$ cat src/inc/slqc_pkg.sv
// Constants for the serial link quick configuration block
// Operation
// - The first L of the four lanes form one link
// - Lanes, converters, octets from quick code
// - Lane rate is M*N'*10/8*fout/L
// - Bit 4 selects low line rate
// - 16-bit one converter code table
// - 16-bit two/four converter code table
// - 8-bit one converter code table
// - 8-bit two converter code table
`default_nettype none
package slqc_pkg;
    localparam logic [11:0] LINE_RATE_CONTROL_OFS = 12'h56e;
    localparam logic [11:0] LINK_QUICK_SETUP_OFS  = 12'h570;
    localparam logic [11:0] LINK_CONTROL_OFS      = 12'h571;
    localparam logic [11:0] LINK_STATUS_OFS       = 12'h574;
    localparam logic [11:0] LINK_RATE_OFS         = 12'h575;
    localparam int          LOW_RATE_BIT          = 4;
    localparam int          RATE_FIELD_LSB        = 3;
    localparam int          POWER_DOWN_BIT        = 0;
    localparam int          WIDE_SAMPLE_BIT       = 1;
    localparam logic [7:0]  LINE_RATE_RESET       = 8'h00;
    localparam logic [7:0]  QUICK_SETUP_RESET     = 8'h88;
    localparam logic [7:0]  LINK_CONTROL_RESET    = 8'h03;
    localparam int          DECODE_LATENCY        = 1;
    localparam logic [7:0]  LANE_WEIGHT_FULL      = 8'd10;
    localparam logic [7:0]  LANE_WEIGHT_DIV       = 8'd8;
    localparam int          NUM_LANES             = 4;
endpackage
`default_nettype wire

$ cat src/logic/slqc_decode.sv
// Quick configuration code decoder
`default_nettype none
module slqc_decode
    import slqc_pkg::*;
(
    input  wire logic       clk,
    input  wire logic       rst_b,
    input  wire logic [7:0] code,
    input  wire logic       wideSample,
    output logic      [2:0] lanes_q,
    output logic      [2:0] convs_q,
    output logic      [3:0] octets_q,
    output logic      [3:0] samples_q,
    output logic            hiDens_q,
    output logic            valid_q
);
    logic [15:0] entry;
    // Entry is {valid, hd, L, M, F, S}; L, M, F and S hold plain counts
    always_comb begin
        entry = 16'h0000;
        if (wideSample) begin
            case (code)
                8'h01:   entry = {1'b1, 1'b0, 3'd1, 3'd1, 4'd2, 4'd1};
                8'h40:   entry = {1'b1, 1'b1, 3'd2, 3'd1, 4'd1, 4'd1};
                8'h41:   entry = {1'b1, 1'b0, 3'd2, 3'd1, 4'd2, 4'd2};
                8'h80:   entry = {1'b1, 1'b1, 3'd4, 3'd1, 4'd1, 4'd2};
                8'h81:   entry = {1'b1, 1'b0, 3'd4, 3'd1, 4'd2, 4'd4};
                8'h0a:   entry = {1'b1, 1'b0, 3'd1, 3'd2, 4'd4, 4'd1};
                8'h49:   entry = {1'b1, 1'b0, 3'd2, 3'd2, 4'd2, 4'd1};
                8'h88:   entry = {1'b1, 1'b1, 3'd4, 3'd2, 4'd1, 4'd1};
                8'h89:   entry = {1'b1, 1'b0, 3'd4, 3'd2, 4'd2, 4'd2};
                8'h13:   entry = {1'b1, 1'b0, 3'd1, 3'd4, 4'd8, 4'd1};
                8'h52:   entry = {1'b1, 1'b0, 3'd2, 3'd4, 4'd4, 4'd1};
                8'h91:   entry = {1'b1, 1'b0, 3'd4, 3'd4, 4'd2, 4'd1};
                default: entry = 16'h0000;
            endcase
        end else begin
            case (code)
                8'h00:   entry = {1'b1, 1'b0, 3'd1, 3'd1, 4'd1, 4'd1};
                8'h01:   entry = {1'b1, 1'b0, 3'd1, 3'd1, 4'd2, 4'd2};
                8'h40:   entry = {1'b1, 1'b0, 3'd2, 3'd1, 4'd1, 4'd2};
                8'h41:   entry = {1'b1, 1'b0, 3'd2, 3'd1, 4'd2, 4'd4};
                8'h42:   entry = {1'b1, 1'b0, 3'd2, 3'd1, 4'd4, 4'd8};
                8'h80:   entry = {1'b1, 1'b0, 3'd4, 3'd1, 4'd1, 4'd4};
                8'h81:   entry = {1'b1, 1'b0, 3'd4, 3'd1, 4'd2, 4'd8};
                8'h09:   entry = {1'b1, 1'b0, 3'd1, 3'd2, 4'd2, 4'd1};
                8'h48:   entry = {1'b1, 1'b0, 3'd2, 3'd2, 4'd1, 4'd1};
                8'h49:   entry = {1'b1, 1'b0, 3'd2, 3'd2, 4'd2, 4'd2};
                8'h88:   entry = {1'b1, 1'b0, 3'd4, 3'd2, 4'd1, 4'd2};
                8'h89:   entry = {1'b1, 1'b0, 3'd4, 3'd2, 4'd2, 4'd4};
                8'h8a:   entry = {1'b1, 1'b0, 3'd4, 3'd2, 4'd4, 4'd8};
                default: entry = 16'h0000;
            endcase
        end
    end

    always_ff @(posedge clk or negedge rst_b) begin
        if (!rst_b) begin
            lanes_q   <= 3'd0;
            convs_q   <= 3'd0;
            octets_q  <= 4'd0;
            samples_q <= 4'd0;
            hiDens_q  <= 1'b0;
            valid_q   <= 1'b0;
        end else begin
            valid_q   <= entry[15];
            hiDens_q  <= entry[14];
            lanes_q   <= entry[13:11];
            convs_q   <= entry[10:8];
            octets_q  <= entry[7:4];
            samples_q <= entry[3:0];
        end
    end
endmodule
`default_nettype wire

$ cat src/logic/slqc_top.sv
// Quick configuration register block for the four-lane serial link
//
// The strobed register port was left to the implementer.
`default_nettype none
module slqc_top
    import slqc_pkg::*;
(
    input  wire logic        clk,
    input  wire logic        rst_b,
    input  wire logic [11:0] regAddr,
    input  wire logic [7:0]  regWrData,
    input  wire logic        regWrStb,
    input  wire logic        regRdStb,
    output logic      [7:0]  regRdData_q,
    output logic      [2:0]  linkLanes_q,
    output logic      [2:0]  linkConvs_q,
    output logic      [3:0]  linkOctets_q,
    output logic      [3:0]  linkSamples_q,
    output logic             linkHiDens_q,
    output logic      [4:0]  linkResMin_q,
    output logic      [4:0]  linkResMax_q,
    output logic      [1:0]  linkCtrlBitsMax_q,
    output logic             lowLineRate_q,
    output logic      [1:0]  rateField_q,
    output logic             linkPowerDown_q,
    output logic      [NUM_LANES-1:0] laneEnable_q
);
    // ********************************
    // Registers
    // ********************************
    logic [7:0] lineRate_q;
    logic [7:0] quickSetup_q;
    logic [7:0] linkCtrl_q;

    wire selRate  = regAddr == LINE_RATE_CONTROL_OFS;
    wire selQuick = regAddr == LINK_QUICK_SETUP_OFS;
    wire selCtrl  = regAddr == LINK_CONTROL_OFS;
    wire selStat  = regAddr == LINK_STATUS_OFS;
    wire selLrate = regAddr == LINK_RATE_OFS;

    always_ff @(posedge clk or negedge rst_b) begin
        if (!rst_b) begin
            lineRate_q   <= LINE_RATE_RESET;
            quickSetup_q <= QUICK_SETUP_RESET;
            linkCtrl_q   <= LINK_CONTROL_RESET;
        end else if (regWrStb) begin
            if (selRate)  lineRate_q   <= regWrData;
            if (selQuick) quickSetup_q <= regWrData;
            if (selCtrl)  linkCtrl_q   <= regWrData;
        end
    end

    // ********************************
    // Decode
    // ********************************
    logic [2:0] decLanes;
    logic [2:0] decConvs;
    logic [3:0] decOctets;
    logic [3:0] decSamples;
    logic       decHiDens;
    logic       decValid;
    wire        wideSample = linkCtrl_q[WIDE_SAMPLE_BIT];
    wire        powerDown  = linkCtrl_q[POWER_DOWN_BIT];

    slqc_decode u_decode (
        .clk       (clk),
        .rst_b     (rst_b),
        .code      (quickSetup_q),
        .wideSample(wideSample),
        .lanes_q   (decLanes),
        .convs_q   (decConvs),
        .octets_q  (decOctets),
        .samples_q (decSamples),
        .hiDens_q  (decHiDens),
        .valid_q   (decValid)
    );

    // Lane rate per f_out, truncated to a whole multiple: M*N'*10/8/L
    wire [7:0] nPrime   = wideSample ? 8'd16 : 8'd8;
    // Wide product first: M*N'*10 reaches 640 before the divide by 8
    wire [15:0] mulWide = (16'(linkConvs_q) * 16'(nPrime) * 16'(LANE_WEIGHT_FULL))
                          / 16'(LANE_WEIGHT_DIV);
    wire [7:0] mulRate  = mulWide[7:0];
    wire [7:0] rateMult = (linkLanes_q == 3'd0) ? 8'h00 : 8'(mulRate / 8'(linkLanes_q));

    // ********************************
    // Applied settings
    // ********************************
    // Only a powered-down link takes new settings, so a live link never glitches
    wire applyNow = powerDown && decValid;

    always_ff @(posedge clk or negedge rst_b) begin
        if (!rst_b) begin
            linkLanes_q       <= 3'd0;
            linkConvs_q       <= 3'd0;
            linkOctets_q      <= 4'd0;
            linkSamples_q     <= 4'd0;
            linkHiDens_q      <= 1'b0;
            linkResMin_q      <= 5'd0;
            linkResMax_q      <= 5'd0;
            linkCtrlBitsMax_q <= 2'd0;
            lowLineRate_q     <= 1'b0;
            rateField_q       <= 2'd0;
        end else if (applyNow) begin
            linkLanes_q       <= decLanes;
            linkConvs_q       <= decConvs;
            linkOctets_q      <= decOctets;
            linkSamples_q     <= decSamples;
            linkHiDens_q      <= decHiDens;
            linkResMin_q      <= wideSample ? 5'd8 : 5'd7;
            linkResMax_q      <= wideSample ? 5'd16 : 5'd8;
            linkCtrlBitsMax_q <= wideSample ? 2'd3 : 2'd1;
            lowLineRate_q     <= lineRate_q[LOW_RATE_BIT];
            rateField_q       <= lineRate_q[RATE_FIELD_LSB +: 2];
        end
    end

    // Lanes run as one link: lanes below linkLanes_q power up together, the rest stay off
    always_ff @(posedge clk or negedge rst_b) begin
        if (!rst_b) begin
            linkPowerDown_q <= 1'b1;
            laneEnable_q    <= '0;
        end else begin
            linkPowerDown_q <= powerDown;
            for (int i = 0; i < NUM_LANES; i++) begin
                laneEnable_q[i] <= !powerDown && (i < int'(linkLanes_q));
            end
        end
    end

    // ********************************
    // Read back
    // ********************************
    wire [7:0] statusWord = {3'b000, decValid, decHiDens, linkLanes_q};
    wire [7:0] rdMux = selRate  ? lineRate_q   :
                       selQuick ? quickSetup_q :
                       selCtrl  ? linkCtrl_q   :
                       selStat  ? statusWord   :
                       selLrate ? rateMult     : 8'h00;

    always_ff @(posedge clk or negedge rst_b) begin
        if (!rst_b) begin
            regRdData_q <= 8'h00;
        end else begin
            regRdData_q <= regRdStb ? rdMux : 8'h00;
        end
    end
endmodule
`default_nettype wire

$ cat config.mk
export PLATFORM = sky130hd
export DESIGN_NAME = slqc_top
export DESIGN_NICKNAME = d
export VERILOG_FILES = /design/src/inc/slqc_pkg.sv /design/src/logic/slqc_decode.sv /design/src/logic/slqc_top.sv
export SDC_FILE = /design/constraint.sdc
export NUM_CORES = 1
export LEC_CHECK = 0
export BUFFER_PORTS_ARGS = -buffer_cell sky130_fd_sc_hd__buf_2
export CAP_MARGIN = 20
export CORE_ASPECT_RATIO = 1.2
export CORE_MARGIN = 3
export CORE_UTILIZATION = 55
export DETAILED_ROUTE_END_ITERATION = 8
export GPL_TIMING_DRIVEN = 0
export PLACE_DENSITY = 0.75
export SYNTH_ARGS = -nofsm -noshare
export SYNTH_HDL_FRONTEND = slang
export SYNTH_SLANG_ARGS = --single-unit
$ cat constraint.sdc
create_clock -name clk -period 12 [get_ports clk]
set_input_delay 3.6 -clock clk [delete_from_list [all_inputs] [get_ports clk]]
set_output_delay 3.6 -clock clk [all_outputs]
set_load 0.05 [all_outputs]
After elaboration in Yosys (flattened, before gate mapping)

Cells that the tools add are included.

Add/sub/neg operators: 0
$mul: 2
Divide/modulo/power cells: 1
Order comparisons: 4
Eq/ne operators: 21
Shifts and indexed selects: 0
Multiplexer cells: 14
Bitwise gates (word level): 0
Reduce and logical (&&, ||, !) cells: 11

Operator list:

| kind                   | count |
|---|---|
| $pmux W16 S13          | 1 |
| $pmux W16 S12          | 1 |
| $eq A12 B11 Y1 const B | 5 |
| $mux W8                | 7 |
| $eq A8 B7 Y1 const B   | 6 |
| $eq A8 B8 Y1 const B   | 6 |
| $eq A8 B4 Y1 const B   | 2 |
| $mux W16               | 1 |
| $mul A8 B3 Y10 const B | 1 |
| $mux W5                | 2 |
| $div A8 B3 Y8          | 1 |
| $eq A8 B1 Y1 const B   | 1 |
| $eq A8 B5 Y1 const B   | 1 |
| $logic_not A8 Y1       | 1 |
| $mul A3 B5 Y8          | 1 |
| $lt A1 B3 Y1 const A   | 2 |
| $lt A2 B3 Y1 const A   | 2 |
| $reduce_and A2 Y1      | 3 |
| $logic_and A1 B1 Y1    | 5 |
| $mux W4                | 1 |
| $logic_not A3 Y1       | 1 |
| $mux W2                | 1 |
| $logic_not A1 Y1       | 1 |

Register bits after elaboration: 83
Latch bits: 0
Bits in writable memories: 0
Bits in read-only memories: 0
Input port bits: 24
Output and inout bits: 43
Logic and storage cells: 75
Memories kept: 0

Depth between registers and ports, before layout

Gate-level depths: netlist of run 1.

Depth in word-level cells: 11
Gate-level depth with buffers: 55
Mapped depth without buffers: 52

Cells and area by module

Synthesis of run 1 repeated with hierarchy kept, for this count alone.

Cells, all modules: 490
Area, all modules: 4898.4 um^2

Modules (own cells, without submodules):

| module      | instances | cells an instance | area an instance (um^2) | seq. area each (um^2) |
|---|---|---|---|---|
| slqc_top    | 1         | 361               | 3808.7                  | 1432.6 |
| slqc_decode | 1         | 129               | 1089.8                  | 400.4 |

Least setup slack after synthesis of run 1

Ideal clock, no wire load.

Kind: reg2reg
From: register linkCtrl_q[1]
To: register regRdData_q[0]
Setup time: 0.126 ns
Arrival: 10.614 ns
Required time: 11.874 ns
Path slack: 1.261 ns
Cell stages (with the launch flop): 53
Buffers on the path: 3
Clock period less this slack: 10.739 ns
Cell sequence: dfstp_2 > clkbuf_1 > mux2_2 > ha_1 > ha_1 > ha_1 > nand3_1 > and2_1 > xnor2_1 > ha_1 > a21oi_1 > a221o_1 > inv_1 > ha_1 > nor4b_1 > o21ai_0 > o21a_1 > ha_1 > (+17 left out) > inv_1 > ha_1 > o21a_1 > o21ai_0 > nand2b_1 > a2111o_1 > buf_6 > a21oi_1 > ha_1 > o21a_1 > o21ai_0 > nor2b_1 > nand3_1 > mux2_1 > ha_1 > a21oi_1 > nand4_1 > o311a_1

Cells in the longest elaborated chain, start to end: 11

Ends and longest elaborated chain:

| item                     | line            | text |
|---|---|---|
| start: declaration       | slqc_top.sv:33  | `logic [7:0] linkCtrl_q;` |
| start signal: assignment | slqc_top.sv:49  | `if (selCtrl) linkCtrl_q <= regWrData;` |
| $mux W5                  | slqc_top.sv:79  | `wire [7:0] nPrime = wideSample ? 8'd16 : 8'd8;` |
| $mul A3 B5 Y8            | slqc_top.sv:81  | `wire [15:0] mulWide = (16'(linkConvs_q) * 16'(nPrime) * 16'(LANE_WEIGHT_FULL))` |
| $mul A8 B3 Y10           | slqc_top.sv:81  |  |
| $div A8 B3 Y8            | slqc_top.sv:84  | `wire [7:0] rateMult = (linkLanes_q == 3'd0) ? 8'h00 : 8'(mulRate / 8'(linkLanes_q));` |
| $mux W8                  | slqc_top.sv:84  |  |
| $mux W8                  | slqc_top.sv:139 | `selLrate ? rateMult : 8'h00;` |
| $mux W8                  | slqc_top.sv:138 | `selStat ? statusWord :` |
| $mux W8                  | slqc_top.sv:137 | `selCtrl ? linkCtrl_q :` |
| $mux W8                  | slqc_top.sv:136 | `selQuick ? quickSetup_q :` |
| $mux W8                  | slqc_top.sv:135 | `wire [7:0] rdMux = selRate ? lineRate_q :` |
| $mux W8                  | slqc_top.sv:145 | `regRdData_q <= regRdStb ? rdMux : 8'h00;` |
| end signal: assignment   | slqc_top.sv:145 |  |
| end: declaration         | slqc_top.sv:14  | `output logic [7:0] regRdData_q,` |

No other way between the ends.
A chain may end at the register's enable or synchronous reset.

Final worst setup path of run 1

Same ends and word-level chain as after synthesis.

==> flow_metrics.tcl, run 1 <==
set metrics [dict create \
    routed_via_density 5.823 \
    setup.reg_to_reg.worst_slack_ns 0.61 \
    synth_area_leader_cell "sky130_fd_sc_hd__dfrtp_1" \
    holdCritStartpoint "linkCtrl_q[0]" \
    htree_num_levels 3 \
    number_of_global_route_vias_before_repair 3735 \
    timing.final.crit_share 0.9488 \
    critPathRequiredTime_ns 12.23 \
    postSynthRegisterBits 73 \
    setup.worst_path.class "register to register" \
    effective_utilization_at_floorplan 0.5665 \
    post-route-cell-area_mm2 0.005420 \
    floorplan.die.width_um 89.65 \
    vdd.ir_drop.worst_v 0.00009113 \
    critical_path.startpoint_type "register" \
    synth_sequential_area_ratio 0.3969 \
    placedInstanceArea_mm2 0.005099 \
    area_delta_synth_final_pct 17.37 \
    status "finished clean" \
    critical_path.top_delay_family "compound AO/OA/AOI/OAI gates" \
    slew_violations 0 \
    drc_viols 0 \
    postCtsHoldBufs 0 \
    start_of_the_worst_register_to_register_path "linkCtrl_q[1]" \
    clk-insertion-delay-late_ns 0.35 \
    pd_cells_mw_per_mm2 161.4 \
    critical_path_arrival_ns 11.62 \
    worst_hold_path.num_cells 0 \
    main_area_contributors_after_synthesis "sky130_fd_sc_hd__dfrtp_1 37%, sky130_fd_sc_hd__mux2_2 11%, sky130_fd_sc_hd__ha_1 7.6%" \
    number_of_clock_sinks 73 \
    antenna_violating_nets_post_route 0 \
    grt-ovfl-total 0 \
    grt_pass1_wl_mm 18.15 \
    wl_per_cell_um 17.23 \
    tightestPinTransition_ns 0.9809 \
    clkSlewWorstSetupHoldPaths_ns 0.08 \
    maxSlewHeadroom 0.3368 \
    grt_max_degree 74 \
    timing.critical_path.fanout_max 9 \
    synthesis.area_per_instance_um2 9.932 \
    totalPowerFinal_w 0.0008747 \
    groute.usage.overall 0.2463 \
    top_level_ports 67 \
    layout.cells.non_filler 665 \
    critPathSlowestCell "sky130_fd_sc_hd__dfstp_2" \
    initial_antenna_violation_count 0 \
    netlist_top_cells_count "68 x sky130_fd_sc_hd__dfrtp_1, 44 x sky130_fd_sc_hd__mux2_2, 31 x sky130_fd_sc_hd__nand2_1, 31 x sky130_fd_sc_hd__nor2_1, 28 x sky130_fd_sc_hd__ha_1" \
    dp_hpwl_mm 8.500 \
    vias 3872 \
    core_region_area_mm2 0.008153 \
    timing.critical_path.to_type "register" \
    critPathMaxStageDelay_ns 0.59 \
    synth_edf_count 0 \
    syn_inst 465 \
    netlist_cell_types 63 \
    grt_setup_unrepaired "false" \
    p_leak_nw 2.579 \
    netlist.area_leader.share 0.3685 \
    synth_area_mm2 0.004618 \
    drive_above_1_share 0.3049 \
    yosys_most_used_dff "sky130_fd_sc_hd__dfrtp_1" \
    setup_viol_count_final 0 \
    critical_path_buf_inv_count 4 \
    finalWorstPathRequiredPeriod_ns 11.39 \
    crit-reg2reg-capture "regRdData_q[0]" \
    place.port_buffers 62 \
    diodes 0 \
    synth.most_common_cell "sky130_fd_sc_hd__dfrtp_1" \
    root_buffer "sky130_fd_sc_hd__clkbuf_8" \
    count_of_endpoints_failing_hold_in_the_final_timing_report 0 \
    synth-async-reset-ratio 1.000 \
    tritoncts "built" \
    min_path_type "register to register" \
    maxCapViolCount 0 \
    drt_pass1_iterations 5 \
    timing.clock.skew_ns 0.01359 \
    layout.nets 600 \
    globalplace.congestion 0.8908 \
    die-area_mm2 0.009537 \
    dp.cells 646 \
    numCtsBuffers 9 \
    drtIter0Drc 275 \
    die_height_um 106.4 \
    route.final.wire_length_mm 11.46 \
    clk_buf_depth 2 \
    worstHoldEndpoint "linkPowerDown_q" \
    fmax_mhz 87.83 \
    synth.yosys.warnings 0 \
    core.rowCount 36 \
    reg2regPathDepth 51 \
    critical_path.most_common_cell "sky130_fd_sc_hd__ha_1" \
]
where the power goes:
group	leakage [nW]	internal, W	switching, W
combinational	1.50	0.000181	0.000229
sequential	0.975	0.000249	0.00000262
clock	0.103	0.000118	0.0000943
state kept, by name (all words and copies together), names as in the netlist:
signal / count
regRdData_q: 8
linkCtrlBitsMax_q: 1
linkCtrl_q: 8
linkPowerDown_q: 1
rateField_q: 1
u_decode.hiDens_q: 1
lineRate_q: 8
linkOctets_q: 4
linkConvs_q: 3
u_decode.lanes_q: 3
quickSetup_q: 8
linkResMax_q: 1
u_decode.samples_q: 4
linkResMin_q: 1
u_decode.octets_q: 4
u_decode.convs_q: 3
linkSamples_q: 4
linkHiDens_q: 1
lowLineRate_q: 1
laneEnable_q: 4
u_decode.valid_q: 1
linkLanes_q: 3
what timing repair did:
action                                  CTS  global route
setup buffers                             0             3
gates resized for setup                   0            16
endpoints found under the setup margin    1             1
endpoints found under the hold margin     0             0
pin swaps                                 0             3
layer usage:
| layer | GRT usage | vias up | wire length [um] |
|---|---|---|---|
| li1 | - | 1858 | - |
| met1 | 0.3210 | 1891 | 4999 |
| met2 | 0.4106 | 105 | 5784 |
| met3 | 0.04419 | 18 | 514 |
| met4 | 0.07553 | 0 | 160 |
| met5 | 0 | - | 0 |
metrics by stage:
step | TNS (ns) | hold WS, ns | setup WS [ns] | util
global route | 0 | 0.4323 | 0.02195 | 0.6648
floorplan | 0 | 0.3897 | 1.261 | -
global placement | 0 | 0.4293 | 0.09516 | 0.6243
detailed placement | -0.1872 | 0.4302 | -0.1872 | 0.6254
finish | 0 | 0.4405 | 0.6146 | 0.6648
CTS | 0 | 0.4346 | 0.07840 | 0.6519
cells in the final DEF (no fill, tap or decap), types with 5 or more instances in the layout:
| cell type | instances |
|---|---|
| sky130_fd_sc_hd__a21o_1 | 5 |
| sky130_fd_sc_hd__clkbuf_8 | 9 |
| sky130_fd_sc_hd__ha_1 | 25 |
| sky130_fd_sc_hd__o21ai_1 | 6 |
| sky130_fd_sc_hd__nor3_1 | 15 |
| sky130_fd_sc_hd__nor2_1 | 31 |
| sky130_fd_sc_hd__dfstp_2 | 5 |
| sky130_fd_sc_hd__inv_1 | 17 |
| sky130_fd_sc_hd__o21ai_0 | 22 |
| sky130_fd_sc_hd__nand3_1 | 9 |
| sky130_fd_sc_hd__or3_1 | 9 |
| sky130_fd_sc_hd__conb_1 | 6 |
| sky130_fd_sc_hd__nand2_1 | 31 |
| sky130_fd_sc_hd__o21a_1 | 7 |
| sky130_fd_sc_hd__buf_4 | 14 |
| sky130_fd_sc_hd__a21boi_0 | 5 |
| sky130_fd_sc_hd__buf_2 | 61 |
| sky130_fd_sc_hd__clkbuf_1 | 13 |
| sky130_fd_sc_hd__mux2_2 | 44 |
| sky130_fd_sc_hd__a21oi_1 | 24 |
| sky130_fd_sc_hd__and2_1 | 6 |
| sky130_fd_sc_hd__nand2b_1 | 11 |
| sky130_fd_sc_hd__dfrtp_1 | 68 |
how the worst max path moves through the flow:
stage | from | cells past startpoint | endpoint
finish | linkCtrl_q[1] | 51 | regRdData_q[0]
global route | linkCtrl_q[1] | 51 | regRdData_q[0]
CTS | linkCtrl_q[1] | 51 | regRdData_q[0]
detailed placement | linkCtrl_q[1] | 52 | regRdData_q[0]
global placement | linkCtrl_q[1] | 51 | regRdData_q[0]
floorplan | linkCtrl_q[1] | 52 | regRdData_q[0]
cell type report:
cell class / instances / area (um2)
Sequential cell: 73 / 1833
Clock buffer: 10 / 127.6
Clock inverter: 6 / 92.59
Buffer: 27 / 153.9
Multi-Input combinational cell: 352 / 2666
Fill cell: 670 / 2733
Inverter: 17 / 63.81
Timing Repair Buffer: 66 / 340.3
Tap cell: 114 / 142.6
kinds of logic after synthesis:
| kind of cell | after synthesis | synth area share |
|---|---|---|
| multiplexers | 50 | 0.1214 |
| flip-flops | 73 | 0.3969 |
| XOR/XNOR | 7 | 0.01328 |
| AO/OA/AOI/OAI | 122 | 0.1785 |
| buffers and inverters | 45 | 0.04795 |
| other | 1 | 0.0008120 |
| adder cells (fa/ha/maj) | 30 | 0.08453 |
| AND/OR/NAND/NOR | 137 | 0.1566 |
(Power assumes the default switching activity.)
==> run 2, diff against run 1 <==
SYNTH_HIERARCHICAL = 1   (was default)
==> run 2 against run 1 <==
Compared with the run above: non-clock buffer count increased by 5; maximum frequency decreased by 0.62%; first-iteration DRC count is 19% lower; synthesized cell count increased by 5.4%; synthesized area rose by 6.1%; sequential share of layout area shrank 1.7 points; via count increased by 7.9%; combinational power is 2% lower; final area increased by 5.3%; register-to-register slack got worse by 0.07 ns; largest power group unchanged.
==> flow_metrics.tcl, run 2 <==
set metrics [dict create \
    globalplace.congestion 0.9371 \
    critical_path.most_common_cell "sky130_fd_sc_hd__ha_1" \
    drc_viols 0 \
    timing.final.crit_share 0.9547 \
    vdd.ir_drop.worst_v 0.00008815 \
    final_common_cell "sky130_fd_sc_hd__dfrtp_1" \
    maxCapViolCount 0 \
    layout.nets 630 \
    netlist.area_leader.share 0.3474 \
    htree_num_levels 3 \
    internal-power_w 0.0005390 \
    preCtsSetupSlack_ns -0.06004 \
    initial_antenna_violation_count 0 \
    worst_hold_path.num_cells 0 \
    grt_pass1_wl_mm 20.31 \
    synth.yosys.warnings 6 \
    drt_pass1_iterations 5 \
    postSynthRegisterBits 73 \
    route.final.wire_length_mm 12.50 \
    globalRoute.busiestLayer "met2" \
    worst_hold_slack_ns 0.4394 \
    clk_buf_depth 2 \
    diodes 0 \
    synth_sequential_area_ratio 0.3742 \
    switching_share 0.3770 \
    setup_viol_count_final 0 \
    area_delta_synth_final_pct 16.48 \
    critical_path_arrival_ns 11.64 \
    timing.critical_path.to_type "register" \
    status "finished clean" \
    drive_above_1_share 0.3167 \
    synth-async-reset-ratio 1.000 \
    wl_per_cell_um 17.91 \
    maxSlewHeadroom 0.4008 \
    timing.critical_path.fanout_max 6 \
    final.setup.worst_slack_ns 0.5433 \
    grt_util_met2 0.4687 \
    die-area_mm2 0.01008 \
    groute.usage.overall 0.2562 \
    p_leak_nw 2.717 \
    clkSlewWorstSetupHoldPaths_ns 0.08 \
    place.port_buffers 62 \
    top_level_ports 67 \
    finalWorstPathRequiredPeriod_ns 11.46 \
    synth.most_common_cell "sky130_fd_sc_hd__dfrtp_1" \
    grt_max_degree 74 \
    effective_utilization_at_floorplan 0.5689 \
    synthesis.area_per_instance_um2 9.997 \
    min_path_type "register to register" \
    critPathMaxStageDelay_ns 0.63 \
    vias 4179 \
    number_of_clock_sinks 73 \
    synth_area_mm2 0.004898 \
    synth_edf_count 0 \
    core_region_area_mm2 0.008611 \
    syn_inst 490 \
    clock_power_share 0.243 \
    number_of_global_route_vias_before_repair 4148 \
    main_area_contributors_after_synthesis "sky130_fd_sc_hd__dfrtp_1 35%, sky130_fd_sc_hd__mux2_2 11%, sky130_fd_sc_hd__ha_1 7.2%" \
    routed_via_density 5.987 \
    floorplan.die.width_um 92.15 \
    comb_power_share 0.466 \
    critPathSlowestCell "sky130_fd_sc_hd__dfstp_2" \
    reg2regPathDepth 46 \
    drtIter0Drc 223 \
    root_buffer "sky130_fd_sc_hd__clkbuf_8" \
    pd_cells_mw_per_mm2 151.6 \
    count_of_endpoints_failing_hold_in_the_final_timing_report 0 \
    tritoncts "built" \
    totalPowerFinal_w 0.0008651 \
    yosys_most_used_dff "sky130_fd_sc_hd__dfrtp_1" \
    netlist_cell_types 78 \
    clk-insertion-delay-late_ns 0.34 \
    slew_violations 0 \
    timing.clock.skew_ns 0.009471 \
    met1_usage 0.3049 \
    p_seq_frac 0.291 \
    tightestPinTransition_ns 0.8864 \
    dp_hpwl_mm 9.201 \
    layout_common_cells "68 x sky130_fd_sc_hd__dfrtp_1, 62 x sky130_fd_sc_hd__buf_2, 47 x sky130_fd_sc_hd__mux2_2, 33 x sky130_fd_sc_hd__nor2_1, 29 x sky130_fd_sc_hd__nand2_1" \
    critPathRequiredTime_ns 12.18 \
    critical_path.startpoint_type "register" \
    setup.worst_path.class "register to register" \
    synth_area_leader_cell "sky130_fd_sc_hd__dfrtp_1" \
    antenna_violating_nets_post_route 0 \
    setup.reg_to_reg.worst_slack_ns 0.54 \
    numCtsBuffers 9 \
    die_height_um 109.4 \
    netlist_top_cells_count "68 x sky130_fd_sc_hd__dfrtp_1, 47 x sky130_fd_sc_hd__mux2_2, 34 x sky130_fd_sc_hd__nor2_1" \
    fmax_mhz 87.29 \
    groute.layer.met3.usage 0.03354 \
    grt-ovfl-total 0 \
    core.rowCount 37 \
    net-switching-power_w 0.0003261 \
]
## run 2: timing repair
action | CTS | global route
hold buffers | 0 | 0
resized for setup | 1 | 11
hold endpoints to repair | 0 | 0
setup endpoints to repair | 1 | 1
pin swaps | 1 | 4
setup buffers | 1 | 7
## run 2: critical path, delay by kind of cell, from the launching register on
family                   cells  cell delay [ns]
adder cells (fa/ha/maj)     11             3.44
AND/OR/NAND/NOR             13             2.41
multiplexers                 5             1.39
XOR/XNOR                     1             0.14
AO/OA/AOI/OAI               16             3.29
flip-flops                   1             0.63
## run 2: path summary, 6_finish.rpt
kind	startpoint	to
worst max-delay path	linkCtrl_q[1]	regRdData_q[0]
worst min-delay path	linkCtrl_q[0]	linkPowerDown_q
worst max register to register	linkCtrl_q[1]	regRdData_q[0]
worst min register to register	linkCtrl_q[0]	linkPowerDown_q
max in group asynchronous	rst_b	regRdData_q[7]
min in group asynchronous	rst_b	linkResMin_q[2]
## run 2: power by group through the flow
stage	clock network, W	logic [W]	registers, W
2_1_floorplan	0	0.000290	0.000265
3_3_place_gp	0	0.000358	0.000257
3_5_place_dp	0	0.000369	0.000257
4_1_cts	0.000215	0.000372	0.000252
5_1_grt	0.000228	0.000446	0.000252
6_report	0.000210	0.000403	0.000252
## run 2: area by class of cell
type                            instances  area, um2
Fill cell                             722       2905
Multi-Input combinational cell        379       2928
Inverter                               15      56.30
Timing Repair Buffer                   70      372.9
Clock buffer                           10      127.6
Buffer                                 28      151.4
Tap cell                              117      146.4
Sequential cell                        73       1833
Clock inverter                          6      90.09
## run 2: through the flow
stage	cells	util	TNS [ns]	cell area [um2]
6_report	698	0.6626	0	5705
5_1_grt	698	0.6626	-0.03113	5705
4_1_cts	691	0.6513	0	5608
3_5_place_dp	674	0.6244	-0.06004	5376
3_3_place_gp	674	0.6241	0	5374
2_1_floorplan	495	-	0	4917
## run 2: metal layers
layer | part of all wire | routed length, um | vias up
li1 | - | - | 1992
met1 | 0.41 | 5132 | 2050
met2 | 0.53 | 6611 | 113
met3 | 0.036 | 454 | 24
met4 | 0.024 | 302 | 0
met5 | 0 | 0 | -
## run 2: kinds of logic (layout without fill, tap and decap cells)
kind of cell / count (synthesis) / count (layout) / share of synthesized area
adder cells (fa/ha/maj): 30 / 30 / 0.07969
XOR/XNOR: 10 / 10 / 0.01788
other: 1 / 6 / 0.0007655
AO/OA/AOI/OAI: 131 / 131 / 0.1944
AND/OR/NAND/NOR: 149 / 149 / 0.1642
buffers and inverters: 43 / 129 / 0.04240
flip-flops: 73 / 73 / 0.3742
multiplexers: 53 / 53 / 0.1264
==> run 3, diff against run 2 <==
REMOVE_ABC_BUFFERS = 1   (was default)
==> run 3 against run 2 <==
Compared with the run above: final cell count fell by 3.6%; register-to-register slack lost 0.06 ns; worst setup slack lost 0.057 ns; critical path depth is 2 higher; final area down 0.92%; wire length down 3.6%; die area is the same; hold slack lost 0.013 ns; utilization fell by 0.61 points; largest power group unchanged.
==> flow_metrics.tcl, run 3 (synthesized netlist as in run 2, its figures left out) <==
set metrics [dict create \
    globalRoute.busiestLayer "met2" \
    grt-ovfl-total 0 \
    root_buffer "sky130_fd_sc_hd__clkbuf_8" \
    critPathMaxStageDelay_ns 0.68 \
    wl_per_cell_um 17.91 \
    numCtsBuffers 9 \
    timing.final.crit_share 0.9595 \
    critPathSlowestCell "sky130_fd_sc_hd__dfstp_4" \
    tritoncts "built" \
    antenna_violating_nets_post_route 0 \
    groute.usage.overall 0.2397 \
    worstHoldEndpoint "linkPowerDown_q" \
    layout_common_cells "68 x sky130_fd_sc_hd__dfrtp_1, 61 x sky130_fd_sc_hd__buf_2, 47 x sky130_fd_sc_hd__mux2_2, 32 x sky130_fd_sc_hd__nor2_1, 29 x sky130_fd_sc_hd__nand2_1" \
    critPathRequiredTime_ns 12.17 \
    crit-reg2reg-capture "regRdData_q[0]" \
    critical_path.startpoint_type "register" \
    met1_usage 0.2794 \
    pd_cells_mw_per_mm2 160.3 \
    grt_pass1_wl_mm 18.94 \
    setup.worst_path.class "register to register" \
    grt_util_met2 0.4269 \
    area_delta_synth_final_pct 15.40 \
    groute.layer.met3.usage 0.04381 \
    critical_path.top_delay_family "compound AO/OA/AOI/OAI gates" \
    start_of_the_worst_register_to_register_path "linkCtrl_q[1]" \
    dp_hpwl_mm 8.363 \
    p_leak_nw 2.667 \
    diodes 0 \
    fmax_mhz 86.85 \
    final_common_cell "sky130_fd_sc_hd__dfrtp_1" \
    htree_num_levels 3 \
    number_of_global_route_vias_before_repair 3988 \
    initial_antenna_violation_count 0 \
    worst_hold_slack_ns 0.4260 \
    finalWorstPathRequiredPeriod_ns 11.51 \
    status "finished clean" \
    globalplace.congestion 0.8987 \
    critical_path.most_common_cell "sky130_fd_sc_hd__ha_1" \
    maxCapViolCount 0 \
    core.rowCount 37 \
    vias 4129 \
    number_of_clock_sinks 73 \
    count_of_endpoints_failing_hold_in_the_final_timing_report 0 \
    min_path_type "register to register" \
    maxSlewHeadroom 0.3863 \
    route.final.wire_length_mm 12.06 \
    final.setup.worst_slack_ns 0.4863 \
    clk-insertion-delay-late_ns 0.35 \
    critical_path_arrival_ns 11.69 \
    grt_max_degree 74 \
    holdCritStartpoint "linkCtrl_q[0]" \
    worst_hold_path.num_cells 0 \
    setup.reg_to_reg.worst_slack_ns 0.49 \
    vdd.ir_drop.worst_v 0.00009114 \
    die_height_um 109.4 \
    reg2regPathDepth 48 \
    drtIter0Drc 234 \
    preCtsSetupSlack_ns -0.3056 \
    timing.critical_path.fanout_max 9 \
    critical_path_buf_inv_count 0 \
    clkSlewWorstSetupHoldPaths_ns 0.08 \
    timing.critical_path.to_type "register" \
    drc_viols 0 \
    slew_violations 0 \
    tightestPinTransition_ns 0.9183 \
    clk_buf_depth 2 \
    timing.clock.skew_ns 0.009871 \
    routed_via_density 6.135 \
    drive_above_1_share 0.3237 \
    layout.nets 605 \
    drt_pass1_iterations 5 \
    effective_utilization_at_floorplan 0.5689 \
    floorplan.die.width_um 92.15 \
    core_region_area_mm2 0.008611 \
    setup_viol_count_final 0 \
    place.port_buffers 62 \
    die-area_mm2 0.01008 \
    top_level_ports 67 \
]
-- run 3: worst max-delay path by stage --
| stage | start | to | slack [ns] | cells past startpoint |
|---|---|---|---|---|
| after detailed placement | linkCtrl_q[1] | regRdData_q[0] | -0.31 | 46 |
| after global placement | linkCtrl_q[1] | regRdData_q[0] | 0.006 | 46 |
| after global routing | linkCtrl_q[1] | regRdData_q[0] | -0.04 | 48 |
| after CTS | linkCtrl_q[1] | regRdData_q[0] | 0.04 | 46 |
| final | linkCtrl_q[1] | regRdData_q[0] | 0.49 | 48 |
| after floorplan | linkCtrl_q[1] | regRdData_q[0] | 0.93 | 44 |
-- run 3: layout make-up --
cell class                 instances  area (um2)
clock inverter                     6       105.1
tap                              117       146.4
timing repair buffer              73       395.4
sequential                        73        1837
inverter                          15       56.30
fill                             717        2958
multi-input combinational        379        2975
clock buffer                      10       137.6
-- run 3: where the power goes --
group          leakage (nW)  total [W]  internal [W]  switching, W
sequential            0.975   0.000252      0.000249    0.00000303
clock                 0.126   0.000231      0.000143     0.0000883
combinational          1.57   0.000423      0.000182      0.000240
-- run 3: routing by layer --
layer,share of wire,vias up,wire length (um)
li1,-,1931,-
met1,0.40,2025,4812
met2,0.53,150,6386
met3,0.050,23,608
met4,0.021,0,249
met5,0,-,0
-- run 3: repair_timing --
item                       4_1_cts  5_1_grt
hold buffers                     0        0
resized for setup                2       20
pin swaps                        1        7
buffers inserted                 2        9
setup endpoints to repair        1        1
-- run 3: worst register-to-register path, delay by kind of cell (launching register included) --
| kind | cells | cell delay [ns] |
|---|---|---|
| compound gates | 17 | 3.42 |
| fa+ha+maj | 11 | 3.33 |
| simple gates | 14 | 2.35 |
| mux | 5 | 1.37 |
| flops | 1 | 0.68 |
| xor+xnor | 1 | 0.20 |
-- run 3: through the flow --
step | instances | util | power (W) | setup TNS [ns] | area (um2)
after floorplan | 467 | - | 0.0005516 | 0 | 4766
after global placement | 646 | 0.6065 | 0.0006081 | 0 | 5223
after detailed placement | 646 | 0.6068 | 0.0006224 | -0.3056 | 5225
after CTS | 664 | 0.6379 | 0.0008589 | 0 | 5493
after global routing | 673 | 0.6565 | 0.0009598 | -0.04025 | 5653
final | 673 | 0.6565 | 0.0009061 | 0 | 5653
